<file path="config.mk">
export PLATFORM = sky130hd
export DESIGN_NAME = row_pulse_and_alert_logic
export DESIGN_NICKNAME = d
export VERILOG_FILES = /design/src/inc/row_alert_pkg.sv /design/src/logic/row_pulse_and_alert_logic.sv
export SDC_FILE = /design/constraint.sdc
export NUM_CORES = 1
export LEC_CHECK = 0
export BUFFER_PORTS_ARGS = -buffer_cell sky130_fd_sc_hd__clkbuf_2
export CAP_MARGIN = 30
export CORE_ASPECT_RATIO = 1.2
export CORE_UTILIZATION = 58
export CTS_BUF_LIST = sky130_fd_sc_hd__clkbuf_4 sky130_fd_sc_hd__clkbuf_8
export DETAILED_ROUTE_END_ITERATION = 10
export PLACE_DENSITY = 0.89
export SYNTH_ARGS = -nofsm -noshare
export SYNTH_HDL_FRONTEND = slang
export SYNTH_SLANG_ARGS = --single-unit
export TNS_END_PERCENT = 5
</file>
<file path="constraint.sdc">
create_clock -name clk_sys_i -period 5.4 [get_ports clk_sys_i]
set_input_delay 0.27 -clock clk_sys_i [delete_from_list [all_inputs] [get_ports clk_sys_i]]
set_output_delay 0.27 -clock clk_sys_i [all_outputs]
set_load 0.005 [all_outputs]
</file>
<file path="src/inc/row_alert_pkg.sv">
// constants for the row-boundary pulse and alert logic
// assumes a 10 MHz system clock and a plain register port
package row_alert_pkg;

  // system clock rate
  localparam longint CLK_HZ = 64'd10_000_000;
  // sampling rate at which the nominal times hold
  localparam int unsigned REF_HZ = 32'd8000;

  // nominal times at the reference rate, in nanoseconds
  localparam longint ROW_HIGH_NS = 64'd175_000_000;
  localparam longint ROW_LOW_NS  = 64'd25_000_000;
  localparam longint CUE_HIGH_NS = 64'd109_370;
  localparam longint CUE_LOW_NS  = 64'd15_630;

  // register offsets (byte addresses)
  localparam logic [7:0] CTRL_OFS   = 8'h00;
  localparam logic [7:0] STATUS_OFS = 8'h04;
  localparam logic [7:0] SNAP_OFS   = 8'h08;

  // control fields
  localparam int CTRL_REC_BIT  = 0;
  localparam int CTRL_PLAY_BIT = 1;
  localparam int CTRL_CUE_BIT  = 2;
  localparam int CTRL_W        = 3;
  localparam logic [2:0] CTRL_RESET = 3'h0;

  // status fields
  localparam int ST_MEM_BIT   = 0;
  localparam int ST_MSG_BIT   = 1;
  localparam int ST_ALERT_BIT = 2;
  localparam int ST_ROW_BIT   = 3;
  localparam int ST_PIN_BIT   = 4;
  localparam int ST_BUSY_BIT  = 5;
  localparam int ST_W         = 6;

  // snapshot / alert status fields
  localparam int SNAP_MEM_BIT = 0;
  localparam int SNAP_MSG_BIT = 1;
  localparam logic [1:0] SNAP_RESET = 2'h0;

  // synchroniser lanes: select, row pin, alert pin
  localparam int SYN_CS_BIT  = 0;
  localparam int SYN_ROW_BIT = 1;
  localparam int SYN_ALT_BIT = 2;
  localparam logic [2:0] SYN_RESET = 3'h7;

  // clock cycles for a time, scaled inversely to the sample rate
  function automatic longint cycles_of(longint t_ns, int unsigned hz);
    longint c;
    c = (t_ns * CLK_HZ / 64'd1_000_000_000) * REF_HZ / hz;
    return (c < 64'd1) ? 64'd1 : c;
  endfunction : cycles_of

endpackage : row_alert_pkg

</file>
<file path="src/logic/row_pulse_and_alert_logic.sv">
// row-boundary pulse generator and end-of-operation alert logic
// assumes the array controller sends same-clock event pulses and the
// serial decoder a same-clock pulse for the alert status instruction
//
// What this block does
// row pulse period 200 ms at 8 KHz
// normal row: high 175 ms, low 25 ms
// cue mode: high 109.37 us, low 15.63 us
// record start from idle: extra row low time high
// row pin only pulled low or released
// alert pin only pulled low or released
// flagged termination pulls alert low, stays low
// serial transaction start releases, clears alert
// alert status instruction reports both flags
// memory end flag in record or playback
// message end flag only in playback
// row timing scales inversely with sample rate
//
// Implementation choices: the register addresses and the plain strobed port.
`timescale 1ns/1ps

module row_pulse_and_alert_logic #(
  parameter int unsigned SAMPLE_HZ    = row_alert_pkg::REF_HZ,
  parameter int unsigned CNT_W        = 24,
  parameter longint      ROW_HIGH_CYC = row_alert_pkg::cycles_of(
                           row_alert_pkg::ROW_HIGH_NS, SAMPLE_HZ),
  parameter longint      ROW_LOW_CYC  = row_alert_pkg::cycles_of(
                           row_alert_pkg::ROW_LOW_NS, SAMPLE_HZ)
) (
  // clock and reset
  input  wire logic        clk_sys_i,
  input  wire logic        reset_n_i,
  // register port
  input  wire logic [7:0]  addr_i,
  input  wire logic [31:0] wdata_i,
  input  wire logic        wr_i,
  input  wire logic        rd_i,
  output logic      [31:0] rdata_o,
  // array controller events
  input  wire logic        mem_end_i,
  input  wire logic        marker_i,
  // serial decoder side
  input  wire logic        read_alert_status_cmd_i,
  output logic      [1:0]  alert_status_o,
  input  wire logic        spi_cs_n_i,
  // row-boundary open-drain pin
  input  wire logic        row_boundary_pulse_i,
  output logic             row_boundary_pulse_o,
  output logic             row_boundary_pulse_oe_o,
  // alert open-drain pin
  input  wire logic        alert_n_i,
  output logic             alert_n_o,
  output logic             alert_n_oe_o
);

  // cue mode counts, scaled with the sample rate
  localparam longint CUE_HIGH_CYC = row_alert_pkg::cycles_of(
                       row_alert_pkg::CUE_HIGH_NS, SAMPLE_HZ);
  localparam longint CUE_LOW_CYC  = row_alert_pkg::cycles_of(
                       row_alert_pkg::CUE_LOW_NS, SAMPLE_HZ);
  localparam longint CNT_MAX      = (64'd1 << CNT_W) - 64'd1;

  // elaboration check on counts and widths
  if (SAMPLE_HZ == 0 || CNT_W < 2 || CNT_W > 32 ||
      ROW_HIGH_CYC < 1 || ROW_LOW_CYC < 1 ||
      ROW_HIGH_CYC > CNT_MAX || ROW_LOW_CYC > CNT_MAX ||
      CUE_HIGH_CYC > CNT_MAX) begin : g_bad_cfg
    $error("row timing counts do not fit the counter");
  end

  // phase lengths minus one, at counter width
  localparam logic [CNT_W-1:0] HI_N  = CNT_W'(ROW_HIGH_CYC - 1);
  localparam logic [CNT_W-1:0] LO_N  = CNT_W'(ROW_LOW_CYC - 1);
  localparam logic [CNT_W-1:0] CHI_N = CNT_W'(CUE_HIGH_CYC - 1);
  localparam logic [CNT_W-1:0] CLO_N = CNT_W'(CUE_LOW_CYC - 1);

  // row sequencer states
  typedef enum logic [1:0] {
    ROW_IDLE,
    ROW_PRIME,
    ROW_HIGH,
    ROW_LOW
  } row_state_e;

  // address match for the register port
  function automatic logic hit(input logic [7:0] a,
                               input logic [7:0] ofs);
    return a == ofs;
  endfunction : hit

  // state
  logic [2:0]       ctrl;       // record, play, cue bits
  logic             mem_flag;   // memory end reached
  logic             msg_flag;   // end-of-message found
  logic [1:0]       snap;       // flags at last transaction start
  logic [2:0]       syn_a;      // first synchroniser stage
  logic [2:0]       syn_b;      // second stage
  logic [2:0]       syn_c;      // third stage
  logic [2:0]       filt;       // agreed input levels
  logic             cs_prev;    // select level one cycle ago
  row_state_e       state;      // row sequencer state
  logic [CNT_W-1:0] cnt;        // phase down-counter

  // next values
  logic [2:0]       next_ctrl;
  logic             next_mem_flag;
  logic             next_msg_flag;
  logic [2:0]       next_filt;
  row_state_e       next_state;
  logic [CNT_W-1:0] next_cnt;
  logic [31:0]      next_rdata;

  // status word width
  localparam int ST_W_L = row_alert_pkg::ST_W;

  // decode wires
  wire logic       ctrl_wr;     // control register write
  wire logic [2:0] ctrl_wv;     // control value after a write
  wire logic       txn_start;   // serial transaction begins
  wire logic       rec_on;      // recording in progress
  wire logic       play_on;     // playback in progress
  wire logic       mem_set;     // memory end event
  wire logic       msg_set;     // message marker event
  wire logic       term;        // operation ends on a flag
  wire logic       rec_start;   // record begins this cycle
  wire logic       busy_next;   // an operation runs next cycle
  wire logic       cue;         // fast message-skipping mode
  wire logic       cnt_done;    // current phase ends
  wire logic [CNT_W-1:0] hi_n;  // high phase length minus one
  wire logic [CNT_W-1:0] lo_n;  // low phase length minus one
  wire logic [ST_W_L-1:0] status_v; // assembled status word

  // control write decode
  assign ctrl_wr = wr_i & hit(addr_i, row_alert_pkg::CTRL_OFS);
  assign ctrl_wv = ctrl_wr ? wdata_i[2:0] : ctrl;

  // operation qualifiers
  assign rec_on  = ctrl[row_alert_pkg::CTRL_REC_BIT];
  assign play_on = ctrl[row_alert_pkg::CTRL_PLAY_BIT] & ~rec_on;
  // cue bit as it will stand, so a phase loaded by a write obeys it
  assign cue     = next_ctrl[row_alert_pkg::CTRL_CUE_BIT];

  // flag events
  assign mem_set = mem_end_i & (rec_on | play_on);
  assign msg_set = marker_i & play_on;
  assign term    = mem_set | msg_set;

  // transaction start is a falling edge of the agreed select level
  assign txn_start = cs_prev & ~filt[row_alert_pkg::SYN_CS_BIT];

  // flags: an event in the clearing cycle wins
  assign next_mem_flag = mem_set | (mem_flag & ~txn_start);
  assign next_msg_flag = msg_set | (msg_flag & ~txn_start);

  // a flagged termination stops record and playback
  always_comb begin
    next_ctrl = ctrl_wv;
    if (term) begin
      next_ctrl[row_alert_pkg::CTRL_REC_BIT]  = 1'b0;
      next_ctrl[row_alert_pkg::CTRL_PLAY_BIT] = 1'b0;
    end
  end

  // sequencer qualifiers
  assign busy_next = next_ctrl[row_alert_pkg::CTRL_REC_BIT] |
                     next_ctrl[row_alert_pkg::CTRL_PLAY_BIT];
  assign rec_start = next_ctrl[row_alert_pkg::CTRL_REC_BIT] & ~rec_on;
  assign cnt_done  = cnt == '0;
  assign hi_n      = cue ? CHI_N : HI_N;
  assign lo_n      = cue ? CLO_N : LO_N;

  // a change counts once the second and third stages agree
  assign next_filt = (syn_b & syn_c) | (filt & (syn_b ^ syn_c));

  // row sequencer next state
  always_comb begin
    next_state = state;
    next_cnt   = cnt_done ? cnt : cnt - CNT_W'(1);
    unique case (state)
      ROW_IDLE: begin
        if (busy_next && rec_start) begin
          next_state = ROW_PRIME;
          next_cnt   = lo_n;
        end else if (busy_next) begin
          next_state = ROW_HIGH;
          next_cnt   = hi_n;
        end
      end
      ROW_PRIME: begin
        if (cnt_done) begin
          next_state = ROW_HIGH;
          next_cnt   = hi_n;
        end
      end
      ROW_HIGH: begin
        if (cnt_done) begin
          next_state = ROW_LOW;
          next_cnt   = lo_n;
        end
      end
      ROW_LOW: begin
        if (cnt_done) begin
          next_state = ROW_HIGH;
          next_cnt   = hi_n;
        end
      end
    endcase
    if (!busy_next) begin
      next_state = ROW_IDLE;
      next_cnt   = '0;
    end
  end

  // status word
  assign status_v = {
    rec_on | play_on,
    filt[row_alert_pkg::SYN_ALT_BIT],
    filt[row_alert_pkg::SYN_ROW_BIT],
    mem_flag | msg_flag,
    msg_flag,
    mem_flag
  };

  // read mux, unmapped addresses read zero
  always_comb begin
    next_rdata = '0;
    if (rd_i && hit(addr_i, row_alert_pkg::CTRL_OFS)) begin
      next_rdata = {29'h0, ctrl};
    end else if (rd_i && hit(addr_i, row_alert_pkg::STATUS_OFS)) begin
      next_rdata = {26'h0, status_v};
    end else if (rd_i && hit(addr_i, row_alert_pkg::SNAP_OFS)) begin
      next_rdata = {30'h0, snap};
    end
  end

  // input synchroniser, three stages
  always_ff @(posedge clk_sys_i or negedge reset_n_i) begin
    if (!reset_n_i) begin
      syn_a   <= row_alert_pkg::SYN_RESET;
      syn_b   <= row_alert_pkg::SYN_RESET;
      syn_c   <= row_alert_pkg::SYN_RESET;
      filt    <= row_alert_pkg::SYN_RESET;
      cs_prev <= 1'b1;
    end else begin
      syn_a   <= {alert_n_i, row_boundary_pulse_i, spi_cs_n_i};
      syn_b   <= syn_a;
      syn_c   <= syn_b;
      filt    <= next_filt;
      cs_prev <= filt[row_alert_pkg::SYN_CS_BIT];
    end
  end

  // control register and flags
  always_ff @(posedge clk_sys_i or negedge reset_n_i) begin
    if (!reset_n_i) begin
      ctrl     <= row_alert_pkg::CTRL_RESET;
      mem_flag <= 1'b0;
      msg_flag <= 1'b0;
    end else begin
      ctrl     <= next_ctrl;
      mem_flag <= next_mem_flag;
      msg_flag <= next_msg_flag;
    end
  end

  // flags seen at transaction start, kept for the status instruction
  always_ff @(posedge clk_sys_i or negedge reset_n_i) begin
    if (!reset_n_i) begin
      snap <= row_alert_pkg::SNAP_RESET;
    end else if (txn_start) begin
      snap <= {msg_flag | msg_set, mem_flag | mem_set};
    end
  end

  // alert status answer to the status instruction
  always_ff @(posedge clk_sys_i or negedge reset_n_i) begin
    if (!reset_n_i) begin
      alert_status_o <= row_alert_pkg::SNAP_RESET;
    end else if (read_alert_status_cmd_i) begin
      alert_status_o <= snap;
    end
  end

  // row sequencer registers
  always_ff @(posedge clk_sys_i or negedge reset_n_i) begin
    if (!reset_n_i) begin
      state <= ROW_IDLE;
      cnt   <= '0;
    end else begin
      state <= next_state;
      cnt   <= next_cnt;
    end
  end

  // open-drain pins: value always low, enable pulls the wire
  always_ff @(posedge clk_sys_i or negedge reset_n_i) begin
    if (!reset_n_i) begin
      row_boundary_pulse_o    <= 1'b0;
      row_boundary_pulse_oe_o <= 1'b0;
      alert_n_o               <= 1'b0;
      alert_n_oe_o            <= 1'b0;
    end else begin
      row_boundary_pulse_o    <= 1'b0;
      row_boundary_pulse_oe_o <= next_state == ROW_LOW;
      alert_n_o               <= 1'b0;
      alert_n_oe_o            <= next_mem_flag | next_msg_flag;
    end
  end

  // register read data, one cycle after the strobe
  always_ff @(posedge clk_sys_i or negedge reset_n_i) begin
    if (!reset_n_i) begin
      rdata_o <= '0;
    end else begin
      rdata_o <= next_rdata;
    end
  end

endmodule : row_pulse_and_alert_logic

</file>
== Word-level counts from Yosys, hierarchy flattened ==
Index checks and enable logic that the tools add are counted.

* Flip-flop bits (word level): 82
* Input port bits: 50
* Output and inout port bits: 38
* Word-level logic and storage cells: 71

* $add $sub $neg: 1
* Eq/ne operators: 6
* Muxes and demuxes: 17
* Bitwise gates (word level): 24
* Reduce and logical (&&, ||, !) cells: 8

{| class="wikitable"
|+ Operator list
! operator !! number
|-
| two-way mux 24 bit || 3
|-
| case mux 24 bit (3 select lines) || 1
|-
| two-way mux 21 bit || 2
|-
| logical NOT 24 bit || 1
|-
| subtractor 24 x 1 -> 24 bit, second input constant || 1
|-
| two-way mux 18 bit || 1
|-
| two-way mux 2 bit || 6
|-
| two-way mux 6 bit || 2
|-
| OR 1 bit || 9
|-
| AND 1 bit || 8
|-
| equality test 8 x 3 -> 1 bit, second input constant || 1
|-
| equality test 8 x 4 -> 1 bit, second input constant || 1
|-
| logical NOT 8 bit || 1
|-
| AND 3 bit || 2
|-
| equality test 2 bit, second input constant || 3
|-
| case mux 2 bit (3 select lines) || 1
|-
| logical AND 1 bit || 4
|-
| two-way mux 3 bit || 1
|-
| inverter 1 bit || 3
|-
| OR 3 bit || 1
|-
| XOR 3 bit || 1
|-
| equality test 2 x 1 -> 1 bit, second input constant || 1
|-
| logical NOT 2 bit || 1
|-
| OR reduction 2 bit || 1
|}

== Depth between registers and ports, before layout ==
Gate-level depths: netlist of run 1.

* Word-level depth: 12
* Gate-level depth with buffers: 8

== Worst setup path before layout of run 1 ==
No wires, ideal clock.

* Kind: register to register
* Start point: reg cnt[0]
* End point: reg cnt[14]
* Library setup time: 0.086 ns
* Arrival: 1.952 ns
* Data required time: 5.314 ns
* Slack: 3.362 ns
* Cell stages (with the launch flop): 8
* Cells stage by stage: dfrtp_1 inv_1 ha_1 nor3b_2 and4_1 nand2_1 or3_1 a32oi_1

* Longest elaborated chain between the ends: 4

{| class="wikitable"
|+ Ends and longest elaborated chain
! what !! RTL line !! source
|-
| start: declaration || row_pulse_and_alert_logic.sv:102 || <nowiki>logic [CNT_W-1:0] cnt;</nowiki>
|-
| start signal: assignment || row_pulse_and_alert_logic.sv:291 || <nowiki>cnt <= next_cnt;</nowiki>
|-
| subtractor 24 x 1 -> 24 bit or logical NOT 24 bit (tied branches) || row_pulse_and_alert_logic.sv:178, row_pulse_and_alert_logic.sv:168 ||
|-
| two-way mux 24 bit, on equally long branches || row_pulse_and_alert_logic.sv:190, row_pulse_and_alert_logic.sv:202, row_pulse_and_alert_logic.sv:196 ||
|-
| case mux 24 bit (3 select lines) * || row_pulse_and_alert_logic.sv:179 || <nowiki>unique case (state)</nowiki>
|-
| two-way mux 24 bit * || row_pulse_and_alert_logic.sv:208 || <nowiki>if (!busy_next) begin</nowiki>
|-
| net next_cnt[14] || row_pulse_and_alert_logic.sv:110 || <nowiki>logic [CNT_W-1:0] next_cnt;</nowiki>
|}

Mark *: on every way through the listed nets, which the timed path passes. The rest lies on a longest branch.
A chain may end at the register's enable or synchronous reset.

== Worst setup path in the final report of run 1 ==
* Start point: reg cnt[0]
* End point: reg cnt[20]

The elaborated chain is that of the path after synthesis.

==> results by group, run 1 <==
Status
  – Outcome: completed

Worst hold path
  – Worst hold path class: in2reg
  – Worst hold path startpoint: alert_n_i

Clock tree
  – CTS clk-pin slew, worst paths: roughly 100 ps
  – Worst-Skew Late Latency: 310 ps
  – Post-cts resize count: 0
  – CTS buffer count: 5
  – Hold_buf cts: 0
  – CTS H-Tree Depth: 2
  – Maximum clock path buffer count: 2
  – CTS sink count: 56
  – Postcts setup bufs: 0
  – Clock root buffer: clkbuf_8
  – CTS tree: built

Cells and area
  – Post-layout nets: 372
  – FF+latch area: around 1400 µm²
  – Util after Layout: roughly 65%
  – Diode count: 0
  – Final Cell Area: roughly 3200 µm²
  – Fin cells: about 380
  – Synthesis-to-finish area growth: 7.24%
  – Share of post-route cells with drive strength above 1: 22.9%
  – Multi-input logic area: roughly 1400 µm²
  – Fill count: ~390

Pwr
  – Leakage: roughly 1.6 nW
  – Max rail drop VDD: between 100 and 150 µV
  – P per Cell Area: 268 nW/µm²
  – PnR Total Power: between 0.8 and 0.9 mW

Floorplan
  – # IOs: about 90
  – Die Ht: about 80 µm
  – Core area: a little under 5000 µm²
  – Rows: 28
  – Starting Density: around three fifths
  – Die width: 67.2 µm
  – Die ar.: 5390 µm²

Synth
  – Synth warnings: 0
  – Area fraction of the dominant cell type after synthesis: a little over a third
  – Cell count after synthesis: 285
  – Dominant cells by area after synthesis: dfrtp_1, dfstp_2, buf_4, xnor2_1, a21oi_1
  – Post-synth EDFFs: 0
  – Post-synth top area cell: dfrtp_1
  – Fraction of registers with async set/reset: 100%
  – Leading cell types by count after synthesis: dfrtp_1, buf_4, nor2_1
  – Sequential-to-total area share from yosys stat: 47.9%
  – Mapped Avg Cell Area: a little over 10 µm²
  – Yosys reg bits: 56
  – Unique masters post-synth: 61
  – Count leader, synth: dfrtp_1
  – Synth Cell Area: 2960 µm²
  – Main synth FF type: dfrtp_1

Setup path
  – Worst EP required: around 5600 ps
  – CP Capture Type: register
  – CP Launch Type: register
  – Setup crit start: cnt[0]$_DFF_PN0_
  – Crit path arrival time: between 2000 and 3000 ps
  – RR Startpoint: cnt[0]$_DFF_PN0_
  – Crit path top cell by count: a31oi_1
  – Max incr delay on CP: around 500 ps
  – Cells along the critical path: inv_1, ha_1, nor3b_2, nand4_2, nor2_1, a31oi_1, a31oi_1
  – Critical path peak fanout: 10
  – Crit path kind: reg2reg
  – Slowest-stage cell, CP: nor3b_2

Timing
  – Setup TNS: 0 ps
  – F_max: a little over 0.4 GHz
  – Post-route minimum period: 2440 ps
  – Final setup fails: 0
  – Layout Skew: between 8 and 9 ps
  – Final Hold Vio Count: 0
  – Unrepaired setup endpoints after global routing: no
  – Tcrit/Tclk final: 45.2%
  – Slew @ Worst Pin: 925 ps
  – Slew Limit Fails: 0
  – Slew headroom: between 30% and 40%

GRT
  – Grt ovf: 0
  – Largest net degree at the start of global routing: 57
  – Tot GR Track Use: about 23%
  – Vias in the first global route: between 2000 and 2500
  – First-pass GRT wire length: a little over 9000 µm
  – Initial antenna violation count: 0

Route
  – DR WL/cell: 14.4 µm
  – Final ANT Viol Nets: 0
  – Iteration-0 DRC Markers: roughly 210
  – Vias/cell: just under 6
  – DRC: 0
  – Final WL: about 5500 µm
  – Via count: roughly 2200
  – Drt pass-1 iters: 4

Placement
  – PortBufs: 30
  – Detailed placer's ending HPWL: approximately 3800 µm
  – Cells after DPL: between 300 and 400
  – Placed Area: 3060 µm²
  – GP Congestion: 0.905

Flow run
  – Max Cap Violations: 0
==> power breakdown <==
part / internal [mW] / switching, mW / leakage (nW)
logic: 0.0478 / 0.0704 / 0.777
clock network: 0.145 / 0.135 / 0.0592
registers: 0.440 / 0.0103 / 0.735
==> per-stage QoR <==
stage                     hold WS [ps]  setup WS [ps]
after floorplan                  -25.6           3360
after global placement             345           3060
after detailed placement           347           3020
after CTS                         25.8           3000
after global routing              15.3           2650
final                             37.7           2960
==> cells in the final DEF (no fill, tap or decap), types with 2 or more instances in the layout <==
cell and count:
nor3_1 14, inv_1 4, a31o_2 2, or2_2 3, clkbuf_8 5, nand4_1 8
a21oi_1 17, nand3_1 5, nor2_1 21, a21o_1 4, nor2b_1 5, a31oi_1 2
or4_1 3, xor2_1 4, o21ai_0 10, mux2_2 2, dfstp_2 13, nor4_1 4
or3_1 3, nand2b_1 3, nor4_2 2, nor3b_1 2, nand4b_1 2, nand2_1 16
mux2i_1 3, xnor2_1 14, a211oi_1 7, and2_1 4, clkbuf_2 30, nand3b_1 2
dfrtp_1 43, ha_1 4, conb_1 28
==> kinds of logic after synthesis <==
group,after synthesis,synth area share [%]
compound gates,53,12.0
xor+xnor,18,5.33
fa+ha+maj,4,1.69
buf+inv,37,8.59
flops,56,47.9
other cells,1,0.127
simple gates,111,22.6
mux,5,1.78
==> layer usage <==
metal | up-vias | GRT usage (%) | part of all wire [%]
li1 | 1029 | - | -
met1 | 1058 | 26.5 | 42
met2 | 99 | 38.4 | 51
met5 | - | 0 | 0
met4 | 0 | 11.7 | 2.6
met3 | 15 | 4.40 | 4.8
==> critical path, delay by kind of cell (launching register included) <==
kind	cells	cell delay, ps
buffers and inverters	1	80
flip-flops	1	420
AND/OR/NAND/NOR	3	1120
adder cells (fa/ha/maj)	1	180
AO/OA/AOI/OAI	2	550
==> state kept, by name, summed over array words and instances, names as in the netlist <==
signal	cells
ctrl	3
rdata_o	6
alert_status_o	2
row_boundary_pulse_oe_o	1
msg_flag	1
snap	2
cnt	24
cs_prev	1
syn_c	3
syn_a	3
filt	3
syn_b	3
state	2
alert_n_oe_o	1
mem_flag	1
==> area by class of cell <==
cell class	instances	share of cell area, %
multi-input combinational	219	43.7
tap	60	2.37
clock inverter	2	1.22
sequential	56	44.7
timing repair buffer	31	4.97
clock buffer	6	2.41
inverter	5	0.592
==> final timing paths <==
check                                       end  slack [ps]  cells past startpoint
max                           cnt[20]$_DFF_PN0_        2960                      7
min                          syn_a[2]$_DFF_PN1_          40                      1
max reg2reg                   cnt[20]$_DFF_PN0_        2960                      7
min reg2reg                  syn_b[2]$_DFF_PN1_         360                      0
max in group asynchronous  rdata_o[3]$_DFF_PN0_        4870                      2
min in group asynchronous     cnt[22]$_DFF_PN0_          70                      2
(Power assumes the default switching activity.)
==> inputs of run 2 (changes only) <==
--- a/config.mk
+++ b/config.mk
@@ -8,10 +8,10 @@
 export BUFFER_PORTS_ARGS = -buffer_cell sky130_fd_sc_hd__clkbuf_2
 export CAP_MARGIN = 30
 export CORE_ASPECT_RATIO = 1.2
-export CORE_UTILIZATION = 58
+export CORE_UTILIZATION = 53
 export CTS_BUF_LIST = sky130_fd_sc_hd__clkbuf_4 sky130_fd_sc_hd__clkbuf_8
 export DETAILED_ROUTE_END_ITERATION = 10
-export PLACE_DENSITY = 0.89
+export PLACE_DENSITY = 0.83
 export SYNTH_ARGS = -nofsm -noshare
 export SYNTH_HDL_FRONTEND = slang
 export SYNTH_SLANG_ARGS = --single-unit
==> constraint.sdc (replaced) <==
create_clock -name clk_sys_i -period 2.3 [get_ports clk_sys_i]
set_input_delay 0.115 -clock clk_sys_i [delete_from_list [all_inputs] [get_ports clk_sys_i]]
set_output_delay 0.115 -clock clk_sys_i [all_outputs]
set_load 0.005 [all_outputs]
==> run 2 against run 1 <==
Clock power increased by 95%. Worst setup slack got worse by 2700 ps. Final area increased by 4.1%. Flip-flop and latch count unchanged. Routed wire length increased by 3.7%. Clock skew increased by 1.8 ps. Clock-buffer cell count decreased by 1. Critical path depth decreased by 2. Critical path type unchanged. Largest cell class unchanged. Highest routed layer unchanged.
==> results by group, run 2 (synthesized netlist as in run 1, its figures left out) <==
Route
  – Final ANT Viol Nets: 0 (unchanged)
  – DR WL/cell: 14.2 µm (was 14.4 µm)
  – Vias/cell: 5.56 (was 5.81)
  – Via count: 2212 (was 2201)
  – Final WL: 5670 µm (was 5470 µm)
  – DRC: 0 (unchanged)
  – Iteration-0 DRC Markers: 151 (was 208)
  – Drt pass-1 iters: 4 (unchanged)

GRT
  – Grt ovf: 0 (unchanged)
  – Vias in the first global route: 2208 (was 2030)
  – Initial antenna violation count: 0 (unchanged)
  – First-pass GRT wire length: 9740 µm (was 9150 µm)
  – Largest net degree at the start of global routing: 32 (was 57)
  – Tot GR Track Use: 20.6% (was 22.6%)

Cells and area
  – Most common cell after layout, fill and taps aside: dfrtp_1 (unchanged)
  – Synthesis-to-finish area growth: 11.6% (was 7.24%)
  – Max reg flops: 24 (unchanged)
  – Share of post-route cells with drive strength above 1: 25.6% (was 22.9%)
  – Diode count: 0 (unchanged)
  – Post-layout nets: 389 (was 372)
  – Fill count: 440 (was 391)
  – Final Cell Area: 3300 µm² (was 3170 µm²)
  – Fin cells: 398 (was 379)
  – Largest register by flop count: cnt (unchanged)
  – Top flop regs: cnt x24, rdata_o x6 (unchanged)
  – Most frequent cells in the layout: dfrtp_1, clkbuf_2, conb_1 (unchanged)

Worst hold path
  – Worst hold path class: in2reg (unchanged)

Clock tree
  – Clock root buffer: clkbuf_8 (unchanged)
  – CTS H-Tree Depth: 2 (unchanged)
  – CTS buffer count: 5 (unchanged)
  – CTS tree: built (unchanged)
  – Hold_buf cts: 4 (was 0)
  – Maximum clock path buffer count: 2 (unchanged)
  – CTS clk-pin slew, worst paths: 100 ps (about the same)
  – CTS sink count: 56 (unchanged)
  – Postcts setup bufs: 0 (unchanged)
  – Post-cts resize count: 0 (unchanged)
  – Worst-Skew Late Latency: 310 ps (about the same)

Pwr
  – Leakage: 1.64 nW (was 1.57 nW)
  – P per Cell Area: 580 nW/µm² (was 268 nW/µm²)
  – Max rail drop VDD: 262 µV (was 139 µV)

Floorplan
  – # IOs: 88 (unchanged)
  – Die width: 70.2 µm (was 67.2 µm)
  – Core area: 5330 µm² (was 4900 µm²)
  – Starting Density: 55.4% (was 60.3%)
  – Rows: 29 (was 28)
  – Die Ht: 83.8 µm (was 80.2 µm)
  – Die ar.: 5880 µm² (was 5390 µm²)

Timing
  – Final setup fails: 0 (unchanged)
  – Layout Skew: 10.2 ps (was 8.39 ps)
  – Slew @ Worst Pin: 909 ps (was 925 ps)
  – Slew headroom: 38.7% (was 37.7%)
  – Min Hold Slack: 45.4 ps (was 37.7 ps)
  – Slew Limit Fails: 0 (unchanged)
  – Final WS setup: 253 ps (was 2960 ps)
  – Final Hold Vio Count: 0 (unchanged)
  – Tcrit/Tclk final: 89.0% (was 45.2%)
  – Setup TNS: 0 ps (unchanged)
  – Post-route minimum period: 2050 ps (was 2440 ps)
  – F_max: 0.488 GHz (was 0.410 GHz)
  – Unrepaired setup endpoints after global routing: no (unchanged)

Status
  – Outcome: completed (unchanged)

Placement
  – GP Congestion: 0.846 (was 0.905)
  – Placed Area: 3170 µm² (was 3060 µm²)
  – Place WS: 220 ps (was 3020 ps)
  – PortBufs: 30 (unchanged)
  – Detailed placer's ending HPWL: 4220 µm (was 3850 µm)
  – Cells after DPL: 386 (was 371)

Setup path
  – Crit path arrival time: 2200 ps (was 2660 ps)
  – Critical path peak fanout: 7 (was 10)
  – Max incr delay on CP: 720 ps (was 500 ps)
  – Slowest-stage cell, CP: o21ai_0 (was nor3b_2)
  – CP Capture Type: register (unchanged)
  – Cells along the critical path: nor2b_1, nor2_1, o221a_2, o21ai_0, a21oi_1 (was inv_1, ha_1, nor3b_2, nand4_2, nor2_1, a31oi_1, a31oi_1)
  – CP Launch Type: register (unchanged)
  – Worst EP required: 2450 ps (was 5620 ps)
  – Crit path kind: reg2reg (unchanged)

Flow run
  – Max Cap Violations: 0 (unchanged)
==> run 2: changes by cell type in the layout (fill, tap and decap cells not counted) <==
cell and delta:
buf_4 +12, dlygate4sd3_1 +4, buf_12 +1, bufinv_16 -1
clkbuf_4 -1, clkinv_2 +1, clkinv_4 +1
==> run 2: area by class of cell <==
cell class	instances	area, µm²	share of cell area (%)
flip-flops and latches	56	1420	43.0
well taps	62	77.6	2.35
clock buffers	5	68.8	2.09
multi-input cells	219	1390	42.0
clock inverters	3	22.5	0.683
inverters	5	18.8	0.569
repair buffers	48	308	9.33
==> run 2: worst max-delay path, delay by kind of cell (launching register included) <==
family	cells	cell delay (ps)
simple gates	2	310
flops	1	460
compound gates	3	1110
==> run 2: worst paths after layout <==
check                                  endpoint  slack [ps]               start  cells past startpoint
max                            cnt[5]$_DFF_PN0_         250   ctrl[0]$_DFF_PN0_                      5
min                        rdata_o[2]$_DFF_PN0_          50           addr_i[3]                      2
max reg2reg                    cnt[5]$_DFF_PN0_         250   ctrl[0]$_DFF_PN0_                      5
min reg2reg                  syn_b[0]$_DFF_PN1_         360  syn_a[0]$_DFF_PN1_                      0
max in group asynchronous    syn_a[1]$_DFF_PN1_        1290           reset_n_i                      3
min in group asynchronous      cnt[1]$_DFF_PN0_         350           reset_n_i                      2
==> run 2: power breakdown <==
group,internal [mW],switching [mW]
sequential,1.03,0.0250
clock,0.219,0.329
combinational,0.135,0.171
==> run 2: routing by layer <==
layer,track usage [%],vias up,wire length (µm)
met3,3.26,13,194
met1,24.9,1061,2350
met5,0,-,0
li1,-,1072,-
met2,36.8,66,3020
met4,7.45,0,108
==> run 2: stage by stage <==
step | util (%) | power [mW]
3_3_place_gp | 59.4 | 1.36
6_report | 61.9 | 1.91
5_1_grt | 61.9 | 2.01
3_5_place_dp | 59.4 | 1.37
2_1_floorplan | - | 1.30
4_1_cts | 61.9 | 1.93
